===== src/design/ddpd_pkg.sv =====
// Summary of operation
// RULE1: Enter power-down on CKE low plus NOP/Deselect
// RULE2: No CKE low during MRS, ZQ, DLL lock, reads/writes; with pdAnyDll set the controller lets CKE fall during DLL lock
// RULE3: Row ops may overlap entry; finished before state
// RULE4: Enter power-down with DLL locked when possible
// RULE5: Unlocked entry needs DLL reset after exit
// RULE6: Closed banks give precharge, open give active mode
// RULE7: Entry turns off buffers except clock, ODT, CKE, reset
// RULE8: NOP/Deselect on CKE fall and through tCPDED
// RULE9: Receivers switch off only after tCPDED expires
// RULE10: Active power-down keeps DLL on, fast exit
// RULE11: Precharge mode, A12 zero: DLL off, slow exit
// RULE12: Exit on CKE high with NOP; hold tCKE
// RULE13: Power-down no longer than nine refresh intervals
// RULE14: Timing parameters held as configurable cycle counts
package ddpd_pkg;
	// Command codes as {csN, rasN, casN, weN}
	localparam logic [3:0] CMD_MRS = 4'h0;
	localparam logic [3:0] CMD_REF = 4'h1;
	localparam logic [3:0] CMD_PRE = 4'h2;
	localparam logic [3:0] CMD_ACT = 4'h3;
	localparam logic [3:0] CMD_WR  = 4'h4;
	localparam logic [3:0] CMD_RD  = 4'h5;
	localparam logic [3:0] CMD_ZQ  = 4'h6;
	localparam logic [3:0] CMD_NOP = 4'h7;
	localparam logic [3:0] CMD_DES = 4'h8;
	// Address bit positions
	localparam int A_DLLRST = 8;
	localparam int A_ALLBK  = 10;
	localparam int A_PDDLL  = 12;
	localparam int ADDR_W   = 13;
	localparam int BANKS    = 8;
	// Timing in ref_clk cycles (20 ns each)
	localparam int CPDED_CYC = 1;
	localparam int XP_CYC    = 3;
	localparam int XPDLL_CYC = 10;
	localparam int CKE_CYC   = 3;
	localparam int ROWOP_CYC = 4;
	localparam int MRD_CYC   = 4;
	localparam int ZQ_CYC    = 64;
	localparam int RW_CYC    = 8;
	localparam int DLLK_CYC  = 512;
	localparam int REFI_CYC  = 390;
	localparam int PD_REFI_MAX = 9;
	localparam int CNT_W     = 16;
	// Power-down mode codes
	localparam logic [1:0] PD_NONE = 2'h0;
	localparam logic [1:0] PD_ACT  = 2'h1;
	localparam logic [1:0] PD_PRE  = 2'h2;

	// Deselect or NOP: the only commands allowed at CKE edges
	function automatic logic isIdleCmd(input logic [3:0] c);
		isIdleCmd = c[3] | (c == CMD_NOP);
	endfunction

	// Larger of two cycle counts
	function automatic int cmax(input int a, input int b);
		cmax = (a > b) ? a : b;
	endfunction
endpackage


===== src/design/ddpd_if.sv =====
`timescale 1ns/1ps
// Command and CKE link between controller and memory
interface ddpd_if;
	logic                          cke;  // Clock enable
	logic [3:0]                    cmd;  // {csN, rasN, casN, weN}
	logic [2:0]                    ba;   // Bank address
	logic [ddpd_pkg::ADDR_W-1:0]   addr; // Row/column/mode address

	modport ctrl (output cke, output cmd, output ba, output addr);
	modport dram (input cke, input cmd, input ba, input addr);
endinterface


===== src/design/ddpd_ctrl.sv =====
`timescale 1ns/1ps
// Controller-side power-down sequencer
module ddpd_ctrl #(
	parameter int CPDED  = ddpd_pkg::CPDED_CYC,
	parameter int XP     = ddpd_pkg::XP_CYC,
	parameter int XPDLL  = ddpd_pkg::XPDLL_CYC,
	parameter int TCKE   = ddpd_pkg::CKE_CYC,
	parameter int DLLK   = ddpd_pkg::DLLK_CYC,
	parameter int PD_MAX = ddpd_pkg::REFI_CYC * ddpd_pkg::PD_REFI_MAX
) (
	// Clock and reset
	input  wire logic                        ref_clk,
	input  wire logic                        rst,
	// User command port
	input  wire logic                        usrValid,
	input  wire logic [3:0]                  usrCmd,
	input  wire logic [2:0]                  usrBa,
	input  wire logic [ddpd_pkg::ADDR_W-1:0] usrAddr,
	output logic                             usrReady,
	// Power-down request and status
	input  wire logic                        pdReq,
	input  wire logic                        pdAnyDll,
	output logic                             inPd,
	output logic                             dllLocked,
	// Link
	ddpd_if.ctrl                             link
);
	typedef enum logic [1:0] {CT_RUN, CT_PD, CT_EXIT, CT_RELOCK} ddpd_cstate_type;

	// CKE must stay low for both tCPDED and tCKE, and high for both tXP and tCKE;
	// one timer loaded with the larger count covers both, at the cost of a cycle or
	// two of idle time when the counts differ
	localparam int PD_MIN = ddpd_pkg::cmax(CPDED, TCKE); // Shortest low pulse
	localparam int XP_MIN = ddpd_pkg::cmax(XP, TCKE);    // Shortest high pulse

	ddpd_cstate_type                 st_reg, st_next;      // Sequencer state
	logic                            cke_reg, cke_next;    // CKE drive
	logic [3:0]                      cmd_reg, cmd_next;    // Command drive
	logic [2:0]                      ba_reg, ba_next;      // Bank drive
	logic [ddpd_pkg::ADDR_W-1:0]     adr_reg, adr_next;    // Address drive
	logic [ddpd_pkg::CNT_W-1:0]      busy_reg, busy_next;  // MRS/ZQ/RD/WR
	logic [ddpd_pkg::CNT_W-1:0]      dll_reg, dll_next;    // DLL locking
	logic [ddpd_pkg::CNT_W-1:0]      tmr_reg, tmr_next;    // tCKE/tXP
	logic [ddpd_pkg::CNT_W-1:0]      pd_reg, pd_next;      // Time in PD
	logic [ddpd_pkg::CNT_W-1:0]      rd_reg, rd_next;      // tXPDLL block
	logic [ddpd_pkg::BANKS-1:0]      bank_reg, bank_next;  // Open banks
	logic                            a12_reg, a12_next;    // Mirrored MR0 A12
	logic                            rl_reg, rl_next;      // Unlocked entry
	logic                            pdGo;                 // Entry allowed now
	logic                            rdLike;               // Needs locked DLL
	logic                            take;                 // User command taken

	// Step a timer towards zero and park it there
	function automatic logic [ddpd_pkg::CNT_W-1:0] countDown(
		input logic [ddpd_pkg::CNT_W-1:0] v);
		countDown = (v != '0) ? v - 1'b1 : v;
	endfunction

	// Entry blocked by MRS, ZQ, bursts and DLL lock; row ops may overlap
	// pdAnyDll trades a slower, relocking exit for an earlier entry
	assign pdGo   = pdReq && (busy_reg == '0)
		&& ((dll_reg == '0) || pdAnyDll) && (tmr_reg == '0); // RULE2 RULE3 RULE4
	// Reads wait for tXPDLL and any DLL relock RULE5 RULE11
	assign rdLike = (usrCmd == ddpd_pkg::CMD_RD) && ((rd_reg != '0) || (dll_reg != '0));
	assign usrReady = (st_reg == CT_RUN) && !pdGo && (tmr_reg == '0) && !rdLike;
	assign take     = usrValid && usrReady;

	// Next state: command issue, entry, stay and exit
	always_comb begin
		st_next   = st_reg;
		cke_next  = cke_reg;
		cmd_next  = ddpd_pkg::CMD_NOP;
		ba_next   = ba_reg;
		adr_next  = adr_reg;
		// All timers but the time-in-PD count run down on their own and rest at zero
		busy_next = countDown(busy_reg);
		dll_next  = countDown(dll_reg);
		tmr_next  = countDown(tmr_reg);
		rd_next   = countDown(rd_reg);
		pd_next   = pd_reg;
		bank_next = bank_reg;
		a12_next  = a12_reg;
		rl_next   = rl_reg;
		case (st_reg)
			CT_RUN: begin
				// Entry wins over a waiting user command; usrReady drops with pdGo,
				// so a request is never half taken at the entry edge
				if (pdGo) begin
					// CKE falls with a NOP on the same edge RULE1 RULE8
					st_next  = CT_PD;
					cke_next = 1'b0;
					tmr_next = ddpd_pkg::CNT_W'(PD_MIN);
					pd_next  = '0;
					rl_next  = (dll_reg != '0); // RULE5
				end else if (take) begin
					// Pass the user command through, tracking side effects
					cmd_next = usrCmd;
					ba_next  = usrBa;
					adr_next = usrAddr;
					case (usrCmd)
						// Opening a row marks its bank, so the exit speed can be foreseen
						ddpd_pkg::CMD_ACT: bank_next[usrBa] = 1'b1;
						// Precharge closes one bank, or all with the all-banks bit
						ddpd_pkg::CMD_PRE: begin
							if (usrAddr[ddpd_pkg::A_ALLBK])
								bank_next = '0;
							else
								bank_next[usrBa] = 1'b0;
						end
						// Mode register write: mirror the DLL mode bit and start a
						// relock when the DLL reset bit is set
						ddpd_pkg::CMD_MRS: begin
							busy_next = ddpd_pkg::CNT_W'(ddpd_pkg::MRD_CYC);
							if (usrBa == 3'h0) begin
								a12_next = usrAddr[ddpd_pkg::A_PDDLL];
								if (usrAddr[ddpd_pkg::A_DLLRST])
									dll_next = ddpd_pkg::CNT_W'(DLLK);
							end
						end
						// Calibration holds entry off for its whole run
						ddpd_pkg::CMD_ZQ:
							busy_next = ddpd_pkg::CNT_W'(ddpd_pkg::ZQ_CYC);
						// Bursts must drain before CKE may fall
						ddpd_pkg::CMD_RD, ddpd_pkg::CMD_WR:
							busy_next = ddpd_pkg::CNT_W'(ddpd_pkg::RW_CYC);
						// Refresh, NOP and the rest leave no state here
						default: begin
						end
					endcase
				end
			end
			// Powered down: CKE low, only NOPs on the bus
			CT_PD: begin
				// NOPs through tCPDED and tCKE low, capped at nine intervals
				pd_next = pd_reg + 1'b1;
				if ((tmr_reg <= 1)
					&& (!pdReq || (pd_reg >= ddpd_pkg::CNT_W'(PD_MAX - 1)))) begin // RULE8 RULE12 RULE13
					st_next  = CT_EXIT;
					cke_next = 1'b1; // RULE12
					tmr_next = ddpd_pkg::CNT_W'(XP_MIN); // RULE10 RULE14
					// Slow exit when the memory stopped its DLL RULE11
					if ((bank_reg == '0) && !a12_reg)
						rd_next = ddpd_pkg::CNT_W'(XPDLL);
				end
			end
			// Waking: CKE high again
			CT_EXIT: begin
				// CKE held high with NOPs for tXP and tCKE
				// An unlocked entry detours through a DLL reset before running
				if (tmr_reg <= 1)
					st_next = rl_reg ? CT_RELOCK : CT_RUN;
			end
			CT_RELOCK: begin
				// DLL reset after an unlocked entry RULE5
				// Reads stay refused until the relock count runs out, since a DLL
				// that stopped unlocked cannot be trusted to time read data
				cmd_next  = ddpd_pkg::CMD_MRS;
				ba_next   = 3'h0;
				adr_next  = '0;
				adr_next[ddpd_pkg::A_DLLRST] = 1'b1;
				adr_next[ddpd_pkg::A_PDDLL]  = a12_reg;
				busy_next = ddpd_pkg::CNT_W'(ddpd_pkg::MRD_CYC);
				dll_next  = ddpd_pkg::CNT_W'(DLLK);
				rl_next   = 1'b0;
				st_next   = CT_RUN;
			end
			// Unused code: fall back to the running state
			default: st_next = CT_RUN;
		endcase
	end

	// State registers
	// Reset leaves the link awake: CKE high and NOP, so the memory never sees a
	// power-down edge while the controller is still coming up
	always_ff @(posedge ref_clk) begin
		if (rst) begin
			st_reg   <= CT_RUN;
			cke_reg  <= 1'b1;
			cmd_reg  <= ddpd_pkg::CMD_NOP;
			ba_reg   <= 3'h0;
			adr_reg  <= '0;
			busy_reg <= '0;
			dll_reg  <= '0;
			tmr_reg  <= '0;
			pd_reg   <= '0;
			rd_reg   <= '0;
			bank_reg <= '0;
			a12_reg  <= 1'b0;
			rl_reg   <= 1'b0;
		end else begin
			// Every register follows its next value
			st_reg   <= st_next;
			cke_reg  <= cke_next;
			cmd_reg  <= cmd_next;
			ba_reg   <= ba_next;
			adr_reg  <= adr_next;
			busy_reg <= busy_next;
			dll_reg  <= dll_next;
			tmr_reg  <= tmr_next;
			pd_reg   <= pd_next;
			rd_reg   <= rd_next;
			bank_reg <= bank_next;
			a12_reg  <= a12_next;
			rl_reg   <= rl_next;
		end
	end

	// Link drive comes straight from flops
	assign link.cke  = cke_reg;
	assign link.cmd  = cmd_reg;
	assign link.ba   = ba_reg;
	assign link.addr = adr_reg;
	// Status for the user side
	assign inPd      = (st_reg == CT_PD); // Held in power-down
	// Lock is only tracked by counting; a real DLL would report its own lock
	assign dllLocked = (dll_reg == '0);
endmodule


===== src/flat_wrapper.sv =====
// flat-port wrapper written by rule: the top's interface ports become plain ports
module ddpd_ctrl_flat 
#(
	parameter int CPDED  = ddpd_pkg::CPDED_CYC,
	parameter int XP     = ddpd_pkg::XP_CYC,
	parameter int XPDLL  = ddpd_pkg::XPDLL_CYC,
	parameter int TCKE   = ddpd_pkg::CKE_CYC,
	parameter int DLLK   = ddpd_pkg::DLLK_CYC,
	parameter int PD_MAX = ddpd_pkg::REFI_CYC * ddpd_pkg::PD_REFI_MAX
)
  (ref_clk, rst, usrValid, usrCmd, usrBa, usrAddr, usrReady, pdReq, pdAnyDll, inPd, dllLocked, link_cke, link_cmd, link_ba, link_addr);
  ddpd_if link_i ();
  input  wire logic ref_clk;
  input  wire logic rst;
  input  wire logic usrValid;
  input  wire logic [3:0] usrCmd;
  input  wire logic [2:0] usrBa;
  input  wire logic [ddpd_pkg::ADDR_W-1:0] usrAddr;
  output logic usrReady;
  input  wire logic pdReq;
  input  wire logic pdAnyDll;
  output logic inPd;
  output logic dllLocked;
  output wire logic [$bits(link_i.cke)-1:0] link_cke;
  output wire logic [$bits(link_i.cmd)-1:0] link_cmd;
  output wire logic [$bits(link_i.ba)-1:0] link_ba;
  output wire logic [$bits(link_i.addr)-1:0] link_addr;
  assign link_cke = link_i.cke;
  assign link_cmd = link_i.cmd;
  assign link_ba = link_i.ba;
  assign link_addr = link_i.addr;
  ddpd_ctrl #(.CPDED(CPDED), .XP(XP), .XPDLL(XPDLL), .TCKE(TCKE), .DLLK(DLLK), .PD_MAX(PD_MAX)) u_core (.ref_clk(ref_clk), .rst(rst), .usrValid(usrValid), .usrCmd(usrCmd), .usrBa(usrBa), .usrAddr(usrAddr), .usrReady(usrReady), .pdReq(pdReq), .pdAnyDll(pdAnyDll), .inPd(inPd), .dllLocked(dllLocked), .link(link_i));
endmodule

===== config.mk =====
export PLATFORM = sky130hd
export DESIGN_NAME = ddpd_ctrl_flat
export DESIGN_NICKNAME = d
export VERILOG_FILES = /design/src/design/ddpd_pkg.sv /design/src/design/ddpd_if.sv /design/src/design/ddpd_ctrl.sv /design/src/flat_wrapper.sv
export SDC_FILE = /design/constraint.sdc
export NUM_CORES = 1
export LEC_CHECK = 0
export BUFFER_PORTS_ARGS = -buffer_cell sky130_fd_sc_hd__buf_4
export CAP_MARGIN = 20
export CELL_PAD_IN_SITES_DETAIL_PLACEMENT = 2
export CELL_PAD_IN_SITES_GLOBAL_PLACEMENT = 2
export CORE_MARGIN = 3
export CORE_UTILIZATION = 40
export CTS_BUF_LIST = sky130_fd_sc_hd__clkbuf_4 sky130_fd_sc_hd__clkbuf_8
export DETAILED_ROUTE_END_ITERATION = 8
export GPL_ROUTABILITY_DRIVEN = 0
export PLACE_DENSITY_LB_ADDON = 0.1
export SYNTH_ARGS = -nofsm -noshare
export SYNTH_HDL_FRONTEND = slang
export SYNTH_SLANG_ARGS = --single-unit

===== constraint.sdc =====
create_clock -name ref_clk -period 6.9 [get_ports ref_clk]
set_input_delay 0.345 -clock ref_clk [delete_from_list [all_inputs] [get_ports ref_clk]]
set_output_delay 0.345 -clock ref_clk [all_outputs]
set_load 0.05 [all_outputs]

==> flow_metrics.env, run 1 <==
export IMPL_synth_simple_area_share_pct=30.4
export IMPL_cts_root_buffer="clkbuf_8"
export IMPL_drive_above_1_share_pct=14.2
export IMPL_yosys_area_top_type_share_pct=40.8
export IMPL_rsz0062_at_grt="no"
export IMPL_core_mm2=0.0134
export IMPL_postRouteAntennaNets=0
export IMPL_cp_start_kind="flop"
export IMPL_synth_avg_cell_area_um2=8.25
export IMPL_cts_resized=0
export IMPL_grt_pass1_wl_mm=29.7
export IMPL_track_usage_pct=25.0
export IMPL_grt_max_degree=40
export IMPL_yosysUniqueCellTypes=61
export IMPL_yosys_area_share_xor_xnor_pct=9.79
export IMPL_hold_slack_ns=0.185
export IMPL_clock_fmax_mhz=299
export IMPL_drt_initial_drc_count=239
export IMPL_synth_compound_area_share_pct=11.3
export IMPL_critPathCaptureType="output pin"
export IMPL_first_global_vias=5637
export IMPL_p_leak_uw=0.00249
export IMPL_pin_count=49
export IMPL_critical_path_class="reg2out"
export IMPL_crit_required_ns=6.55
export IMPL_ir_drop_mv=0.212
export IMPL_final_core_util_pct=48.4
export IMPL_outcome="finished clean"
export IMPL_maxCapViolations=0
export IMPL_synth_warnings=0
export IMPL_final_setup_viol_count=0
export IMPL_reg2reg_depth=9
export IMPL_fill_cells=1491
export IMPL_diodes=0
export IMPL_cts_sinks=113
export IMPL_synth_edff_count=0
export IMPL_synthTopCellsByArea="dfxtp_1, nor2_1, xnor2_1"
export IMPL_grt_overflow_total=0
export IMPL_worstHoldStart="usrAddr[0]"
export IMPL_arrival_ns=3.00
export IMPL_powerDensity_mw_per_mm2=490
export IMPL_yosysSeqAreaShare_pct=40.8
export IMPL_worst_pin_slew_ns=0.866
export IMPL_ys_ff_latch=113
export IMPL_period_share_pct=48.4
export IMPL_clkLatencyLatePin_ns=0.45
export IMPL_relSlewSlack_pct=42.2
export IMPL_wl_per_cell_um=20.2
export IMPL_die_h_um=124
export IMPL_synthCells=673
export IMPL_cts_inserted_buffers=17
export IMPL_hpwlAfterDp_mm=12.5
export IMPL_timing_rr_start="u_core.dll_reg[0]"
export IMPL_hp_class="in2reg"
export IMPL_numPortBuffers=48
export IMPL_drv_slew=0
export IMPL_muxShareOfSynthArea_pct=0.789
export IMPL_worst_r2r_endpoint="u_core.bank_reg[6]"
export IMPL_setup_tns_ns=0
export IMPL_yosys_area_share_adder_pct=3.11
export IMPL_wl_mm=18.2
export IMPL_crit_fanout=9
export IMPL_post_cts_buffers=0
export IMPL_cts_buffer_depth=2
export IMPL_start_util_pct=41.4
export IMPL_fin_skew_ns=0.00737
export IMPL_die_width_um=124
export IMPL_dieArea_mm2=0.0153
export IMPL_vias_per_cell=5.60
export IMPL_period_minus_slack_ns=3.34
export IMPL_syn_to_final_growth_pct=16.8
export IMPL_synth_top_family_by_area="simple AND/OR/NAND/NOR gates"
export IMPL_nNetsFinal=751
export IMPL_vias=5048
export IMPL_antenna_found_initial=0
export IMPL_min_to="u_core.link.addr[0]"
export IMPL_synthFlopType="dfxtp_1"
export IMPL_reg2reg_slack_ns=3.58
export IMPL_hold_buffers=0
export IMPL_min_path_cells=3
export IMPL_netlist_area_mm2=0.00555
export IMPL_synthArstFlopShare_pct=0
export IMPL_rows=42
export IMPL_htreeDepth=4
export IMPL_hold_violations=0
export IMPL_dr_pass1_iters=4
export IMPL_drc=0
export IMPL_cts_tree="done"
export IMPL_clkSlewWorstSetupHoldPaths_ns=0.07
export IMPL_syn_nets=711
export IMPL_post_synth_top_area_cell="dfxtp_1"
[cell usage in the layout, fill, tap and decap left out, drive strengths merged, types with 4 or more instances in the layout]
cell    Yosys  final
o211ai      4      4
and2        4      4
a211oi     11     11
xnor2      33     33
inv        20     20
bufinv      0      4
nand4      12     12
clkbuf     18     23
nand2b      8      8
or2         5      5
nor2b       4      4
a31oi       9      9
xor2       29     29
or4         5      5
buf        12     51
a21oi      41     41
dfxtp     113    113
nand3b     16     16
nor4       19     19
nor3       30     30
nand3      30     30
o21ai      17     17
ha         13     13
nand2      41     41
and3       12     12
nor2      119    119
or3        12     12
nor3b       6      6
[power by group]
part / internal, µW / switching [µW] / leakage, µW
clock: 450 / 279 / 0.000234
sequential: 822 / 171 / 0.000922
combinational: 533 / 920 / 0.00133
[metal layers]
layer | GRT usage [%] | routed length (µm)
met1 | 28.8 | 7860
met4 | 8.24 | 294
met5 | 0 | 0
met2 | 45.8 | 9410
met3 | 5.31 | 619
[worst max-delay path: stages, from the launching register on]
cell     delay (ns)
dfxtp_1        0.35
or4_1          0.59
or3_4          0.39
or3_4          0.44
o31ai_4        0.43
nor3_1         0.13
buf_4          0.22
[how the worst max path moves through the flow]
stage	to	from	cells past startpoint	slack, ns
after floorplan	usrReady	u_core.rd_reg[6]	6	3.88
after global placement	u_core.a12_reg	u_core.dll_reg[0]	9	3.88
after detailed placement	u_core.bank_reg[4]	u_core.dll_reg[0]	9	3.62
after CTS	usrReady	u_core.busy_reg[8]	6	3.50
after global routing	u_core.bank_reg[4]	u_core.dll_reg[0]	9	3.27
final	usrReady	u_core.busy_reg[8]	6	3.56
[cells by family (layout without fill, tap and decap cells)]
group,after synthesis,in the layout
AND/OR/NAND/NOR,331,331
flip-flops,113,113
AO/OA/AOI/OAI,99,99
XOR/XNOR,62,62
buffers and inverters,50,103
adder cells (fa/ha/maj),14,14
multiplexers,4,4
[synthesized netlist by cell type, types with 2 or more instances]
master    count
ha_1         13
and3_1       12
buf_4         2
a21oi_1      41
or2_2         5
and2_1        4
xnor2_1      33
inv_1        19
a31oi_1       9
o31ai_1       2
o21ai_0      15
nor2b_1       4
or4_1         5
and4_1        2
o21a_1        2
xor2_1       29
nor3_1       30
a211oi_1     11
nand3b_1     16
nand2b_1      8
or3_1         9
clkbuf_1     18
nor4_1       17
dfxtp_1     113
mux2_2        3
o211ai_1      4
buf_1         2
nor2_1      119
nand2_1      40
buf_2         7
nand3_1      30
nand4_1      12
nor4b_1       3
or3_4         2
nor3b_1       6
[through the flow]
stage / setup WS, ns / power (µW) / area, µm² / instances
2_1_floorplan: 3.88 / 2030 / 5550 / 673
3_3_place_gp: 3.88 / 2300 / 6010 / 869
3_5_place_dp: 3.62 / 2410 / 6010 / 869
4_1_cts: 3.50 / 3200 / 6470 / 901
5_1_grt: 3.27 / 3420 / 6480 / 902
6_report: 3.56 / 3170 / 6480 / 902
[final cells by class]
type	count	area [µm²]	share of cell area, %
well taps	176	220	3.40
clock inverters	9	150	2.32
multi-input cells	510	3080	47.5
repair buffers	51	380	5.87
flip-flops and latches	113	2260	34.9
clock buffers	23	317	4.89
inverters	20	75.1	1.16
(Power assumes the default switching activity.)
==> run 2, diff against run 1 <==
--- a/config.mk
+++ b/config.mk
@@ -10,7 +10,7 @@
 export CELL_PAD_IN_SITES_DETAIL_PLACEMENT = 2
 export CELL_PAD_IN_SITES_GLOBAL_PLACEMENT = 2
 export CORE_MARGIN = 3
-export CORE_UTILIZATION = 40
+export CORE_UTILIZATION = 37
 export CTS_BUF_LIST = sky130_fd_sc_hd__clkbuf_4 sky130_fd_sc_hd__clkbuf_8
 export DETAILED_ROUTE_END_ITERATION = 8
 export GPL_ROUTABILITY_DRIVEN = 0
==> constraint.sdc (replaced) <==
create_clock -name ref_clk -period 3.2 [get_ports ref_clk]
set_input_delay 0.16 -clock ref_clk [delete_from_list [all_inputs] [get_ports ref_clk]]
set_output_delay 0.16 -clock ref_clk [all_outputs]
set_load 0.05 [all_outputs]
==> run 2 against run 1 <==
Against the previous run:
- global-route usage decreased by 3.3 points
- first-iteration DRC count down 9.6%
- clock power up 80%
==> flow_metrics.env, run 2 (same netlist as run 1, synthesis figures left out) <==
export IMPL_outcome="finished clean"
export IMPL_critical_path_class="reg2out"
export IMPL_switching_share_pct=43.7
export IMPL_htreeDepth=4
export IMPL_final_common_cell="nor2_1"
export IMPL_die_h_um=128
export IMPL_rows=44
export IMPL_syn_to_final_growth_pct=18.8
export IMPL_drive_above_1_share_pct=15.4
export IMPL_numPortBuffers=48
export IMPL_powerDensity_mw_per_mm2=1000
export IMPL_first_global_vias=5496
export IMPL_grt_overflow_total=0
export IMPL_fin_skew_ns=0.0107
export IMPL_period_minus_slack_ns=3.06
export IMPL_relSlewSlack_pct=46.3
export IMPL_track_usage_pct=21.8
export IMPL_cp_cell_sequence="or4_1 > or3_1 > nor4_4 > nor2_1 > nor3_1 > buf_4"
export IMPL_clkPwrFrac_pct=19.8
export IMPL_postRouteAntennaNets=0
export IMPL_pwr_share_comb_pct=48.0
export IMPL_critPathCaptureType="output pin"
export IMPL_crit_required_ns=3.04
export IMPL_hpwlAfterDp_mm=12.2
export IMPL_path_buf_inv=1
export IMPL_vias=5079
export IMPL_fill_cells=1612
export IMPL_pre_cts_slack_ns=0.246
export IMPL_drv_slew=0
export IMPL_placed_area_mm2=0.00609
export IMPL_fin_ws_ns=0.137
export IMPL_grt_pass1_wl_mm=28.6
export IMPL_ir_drop_mv=0.460
export IMPL_vias_per_cell=5.47
export IMPL_die_width_um=128
export IMPL_cts_inserted_buffers=17
export IMPL_ff_latch_area_mm2=0.00226
export IMPL_wl_mm=17.3
export IMPL_placed_cells=887
export IMPL_final_area_mm2=0.00659
export IMPL_crit_fanout=7
export IMPL_busiest_layer="met2"
export IMPL_cpMaxStageDelayCell="or4_1"
export IMPL_dr_pass1_iters=4
export IMPL_hold_violations=0
export IMPL_cts_sinks=113
export IMPL_clock_fmax_mhz=326
export IMPL_antenna_found_initial=0
export IMPL_critical_path_top_delay_family="simple AND/OR/NAND/NOR gates"
export IMPL_cts_buffer_depth=2
export IMPL_p_seq_share_pct=32.2
export IMPL_nNetsFinal=772
export IMPL_p_leak_uw=0.00255
export IMPL_arrival_ns=2.90
export IMPL_hp_class="in2reg"
export IMPL_cp_start_kind="flop"
export IMPL_cts_root_buffer="clkbuf_8"
export IMPL_hold_slack_ns=0.0318
export IMPL_pin_count=49
export IMPL_critPathMaxStageDelay_ns=0.61
export IMPL_worst_pin_slew_ns=0.798
export IMPL_layout_cells_most_common_list="nor2_1, dfxtp_1, buf_4"
export IMPL_clkLatencyLatePin_ns=0.45
export IMPL_period_share_pct=95.7
export IMPL_drc=0
export IMPL_maxCapViolations=0
export IMPL_wl_per_cell_um=18.7
export IMPL_setup_tns_ns=0
export IMPL_instances_no_fill=929
export IMPL_grt_max_degree=40
export IMPL_multiInputGateArea_mm2=0.00309
export IMPL_dieArea_mm2=0.0165
export IMPL_use_met1_pct=26.6
export IMPL_diodes=0
export IMPL_start_util_pct=38.0
export IMPL_met2_usage_pct=37.5
export IMPL_power_switching_uw=2880
export IMPL_final_setup_viol_count=0
export IMPL_grt_met3_usage_pct=4.86
export IMPL_power_internal_uw=3720
export IMPL_drt_initial_drc_count=216
export IMPL_core_mm2=0.0146
export IMPL_rsz0062_at_grt="no"
export IMPL_cts_tree="done"
export IMPL_clkSlewWorstSetupHoldPaths_ns=0.07
-- run 2: power by group through the flow --
stage	combinational [µW]	sequential (µW)	clock [µW]
after floorplan	2110	2260	0
after global placement	2920	2100	0
after detailed placement	3090	2140	0
after CTS	3170	2120	1350
after global routing	3540	2180	1430
final	3170	2130	1310
-- run 2: worst min-delay path, cell delays in order --
cell	delay, ns
buf_4	0.12
nor3_1	0.06
o32ai_1	0.10
-- run 2: worst paths after layout --
check | start | to | slack, ns | cells past startpoint
hold reg to reg | u_core.link.addr[7] | u_core.link.addr[7] | 0.47 | 2
setup reg to reg | u_core.rd_reg[6] | u_core.bank_reg[3] | 0.21 | 8
setup / recovery | u_core.rd_reg[6] | usrReady | 0.14 | 6
hold / removal | usrCmd[3] | u_core.busy_reg[2] | 0.03 | 3
-- run 2: through the flow --
stage	utilization (%)	power [µW]
global route	45.2	7140
CTS	44.9	6640
detailed placement	41.8	5220
finish	45.2	6600
global placement	41.8	5020
floorplan	-	4370
-- run 2: area by class of cell --
class                           instances  share of cell area, %
Inverter                               20                   1.14
Timing Repair Buffer                   72                   8.54
Clock buffer                           24                   4.82
Tap cell                              184                   3.49
Multi-Input combinational cell        510                   46.8
Clock inverter                          6                  0.835
Sequential cell                       113                   34.3
-- run 2: repair_timing --
action,in CTS,in global routing
setup endpoints to repair,0,10
gates resized for setup,0,2
hold buffers,9,0
setup buffers,0,3
hold endpoints to repair,9,0
-- run 2: metal layers --
| metal | wire (µm) | share of wire (%) | vias to the layer above |
|---|---|---|---|
| met4 | 322 | 1.9 | 0 |
| met3 | 559 | 3.2 | 21 |
| li1 | - | - | 2465 |
| met1 | 7830 | 45 | 2526 |
| met2 | 8630 | 50 | 67 |
| met5 | 0 | 0 | - |
==> run 3, diff against run 2 <==
--- a/config.mk
+++ b/config.mk
@@ -9,12 +9,13 @@
 export CAP_MARGIN = 20
 export CELL_PAD_IN_SITES_DETAIL_PLACEMENT = 2
 export CELL_PAD_IN_SITES_GLOBAL_PLACEMENT = 2
+export CORE_ASPECT_RATIO = 1.5
 export CORE_MARGIN = 3
 export CORE_UTILIZATION = 37
 export CTS_BUF_LIST = sky130_fd_sc_hd__clkbuf_4 sky130_fd_sc_hd__clkbuf_8
 export DETAILED_ROUTE_END_ITERATION = 8
 export GPL_ROUTABILITY_DRIVEN = 0
-export PLACE_DENSITY_LB_ADDON = 0.1
+export PLACE_DENSITY = 0.79
 export SYNTH_ARGS = -nofsm -noshare
 export SYNTH_HDL_FRONTEND = slang
 export SYNTH_SLANG_ARGS = --single-unit
==> run 3 against run 2 <==
Against the previous run:
- first-iteration DRC count decreased by 32%
- critical path depth increased by 4
- hold slack improved by 0.0054 ns
- non-clock buffer count increased by 3
- sequential share of layout area decreased by 0.43 points
- die area increased by 0.18%
- highest routed layer unchanged
- sequential cell count unchanged
- routed wire length increased by 6.8%
- largest cell class unchanged
- cell area increased by 1.3%
==> flow_metrics.env, run 3 (same netlist as run 1, synthesis figures left out) <==
export IMPL_hold_slack_ns=0.0372
export IMPL_critical_path_class="reg2out"
export IMPL_start_util_pct=38.0
export IMPL_period_share_pct=94.1
export IMPL_worst_r2r_endpoint="u_core.bank_reg[4]"
export IMPL_cp_start_kind="flop"
export IMPL_hpwlAfterDp_mm=12.7
export IMPL_critPathCaptureType="output pin"
export IMPL_ir_drop_mv=0.453
export IMPL_post_cts_buffers=0
export IMPL_cp_cell_sequence="inv_1 > ha_1 > nor4b_1 > buf_4 > or2b_1 > or3_4 > o31ai_4 > buf_4 > nor3_1 > buf_4"
export IMPL_vias=5217
export IMPL_outcome="finished clean"
export IMPL_first_global_vias=5770
export IMPL_arrival_ns=2.85
export IMPL_antenna_found_initial=0
export IMPL_setup_tns_ns=0
export IMPL_clkLatencyLatePin_ns=0.46
export IMPL_vias_per_cell=5.51
export IMPL_rsz0062_at_grt="no"
export IMPL_rows=54
export IMPL_htreeDepth=4
export IMPL_core_mm2=0.0146
export IMPL_final_area_mm2=0.00668
export IMPL_min_to="u_core.link.addr[10]"
export IMPL_fill_cells=1679
export IMPL_grt_pass1_wl_mm=30.1
export IMPL_fin_ws_ns=0.188
export IMPL_critical_path_top_delay_family="simple AND/OR/NAND/NOR gates"
export IMPL_worst_pin_slew_ns=0.935
export IMPL_cts_buffer_depth=2
export IMPL_cpMaxStageDelayCell="or3_4"
export IMPL_dieArea_mm2=0.0165
export IMPL_die_h_um=156
export IMPL_path_depth=10
export IMPL_relSlewSlack_pct=37.1
export IMPL_drv_slew=0
export IMPL_clkSlewWorstSetupHoldPaths_ns=0.08
export IMPL_min_path_cells=3
export IMPL_syn_to_final_growth_pct=20.3
export IMPL_critPathMaxStageDelay_ns=0.42
export IMPL_grt_overflow_total=0
export IMPL_reg2reg_depth=8
export IMPL_final_setup_viol_count=0
export IMPL_pre_cts_slack_ns=0.192
export IMPL_path_buf_inv=4
export IMPL_cts_inserted_buffers=17
export IMPL_wl_per_cell_um=19.6
export IMPL_clock_fmax_mhz=332
export IMPL_layout_cells_most_common_list="nor2_1, dfxtp_1, buf_4"
export IMPL_p_leak_uw=0.00257
export IMPL_nNetsFinal=775
export IMPL_cts_sinks=113
export IMPL_wl_mm=18.5
export IMPL_drc=0
export IMPL_hold_violations=0
export IMPL_reg2reg_slack_ns=0.25
export IMPL_numPortBuffers=48
export IMPL_placed_area_mm2=0.00614
export IMPL_crit_fanout=8
export IMPL_cts_root_buffer="clkbuf_8"
export IMPL_hp_class="in2reg"
export IMPL_maxCapViolations=0
export IMPL_fin_skew_ns=0.0126
export IMPL_crit_required_ns=3.04
export IMPL_period_minus_slack_ns=3.01
export IMPL_diodes=0
export IMPL_postRouteAntennaNets=0
export IMPL_track_usage_pct=23.0
export IMPL_powerDensity_mw_per_mm2=1010
export IMPL_final_core_util_pct=45.7
export IMPL_pin_count=49
export IMPL_final_common_cell="nor2_1"
export IMPL_die_width_um=106
export IMPL_drt_initial_drc_count=146
export IMPL_cts_tree="done"
export IMPL_worstHoldStart="usrAddr[10]"
export IMPL_timing_rr_start="u_core.rd_reg[6]"
export IMPL_crit_path_frequent_cell="buf_4"
export IMPL_grt_max_degree=40
export IMPL_dr_pass1_iters=4
export IMPL_drive_above_1_share_pct=15.6
## run 3: cell count changes in the layout (fill, tap and decap cells not counted), sizes merged
cell / change
clkbuf: -2
clkinv: +1
bufinv: +1
dlygate4sd3: +3
clkinvlp: +2
## run 3: worst max-delay path by stage
stage	start	endpoint	slack, ns
after floorplan	u_core.rd_reg[6]	usrReady	0.36
after global placement	u_core.rd_reg[6]	u_core.bank_reg[5]	0.36
after detailed placement	u_core.dll_reg[0]	u_core.bank_reg[4]	0.19
after CTS	u_core.busy_reg[0]	usrReady	0.11
after global routing	u_core.rd_reg[6]	u_core.bank_reg[4]	0.03
final	u_core.busy_reg[0]	usrReady	0.19
## run 3: tightest hold or removal path, delay by kind of cell
kind | cells | cell delay [ns]
compound gates | 1 | 0.06
simple gates | 1 | 0.08
buf+inv | 1 | 0.15
## run 3: through the flow
step / power [µW] / cells
final: 6740 / 946
after global routing: 7240 / 946
after CTS: 6770 / 946
after detailed placement: 5280 / 902
after global placement: 5060 / 902
after floorplan: 4370 / 673
## run 3: routing by layer
layer	track usage, %	share of wire, %	vias up
met5	0	0	-
met4	8.27	2.2	0
met3	4.22	1.9	32
met2	44.7	57	57
met1	24.3	39	2656
li1	-	-	2472
## run 3: repair_timing
| item | in CTS | in global routing |
|---|---|---|
| endpoints found under the setup margin | 0 | 8 |
| endpoints found under the hold margin | 12 | 0 |
| hold buffers | 12 | 0 |
| resized for setup | 0 | 2 |
## run 3: layout make-up
type	instances	area [µm²]	share of cell area, %
Sequential cell	113	2260	33.9
Clock inverter	10	109	1.63
Inverter	20	75.1	1.12
Clock buffer	22	290	4.35
Multi-Input combinational cell	510	3090	46.3
Tap cell	196	245	3.67
Timing Repair Buffer	75	606	9.07
## run 3: power breakdown
group | internal, µW | switching [µW] | total, µW | leakage [µW]
sequential | 1770 | 360 | 2130 | 0.000922
clock | 764 | 612 | 1380 | 0.000205
combinational | 1240 | 2000 | 3230 | 0.00145
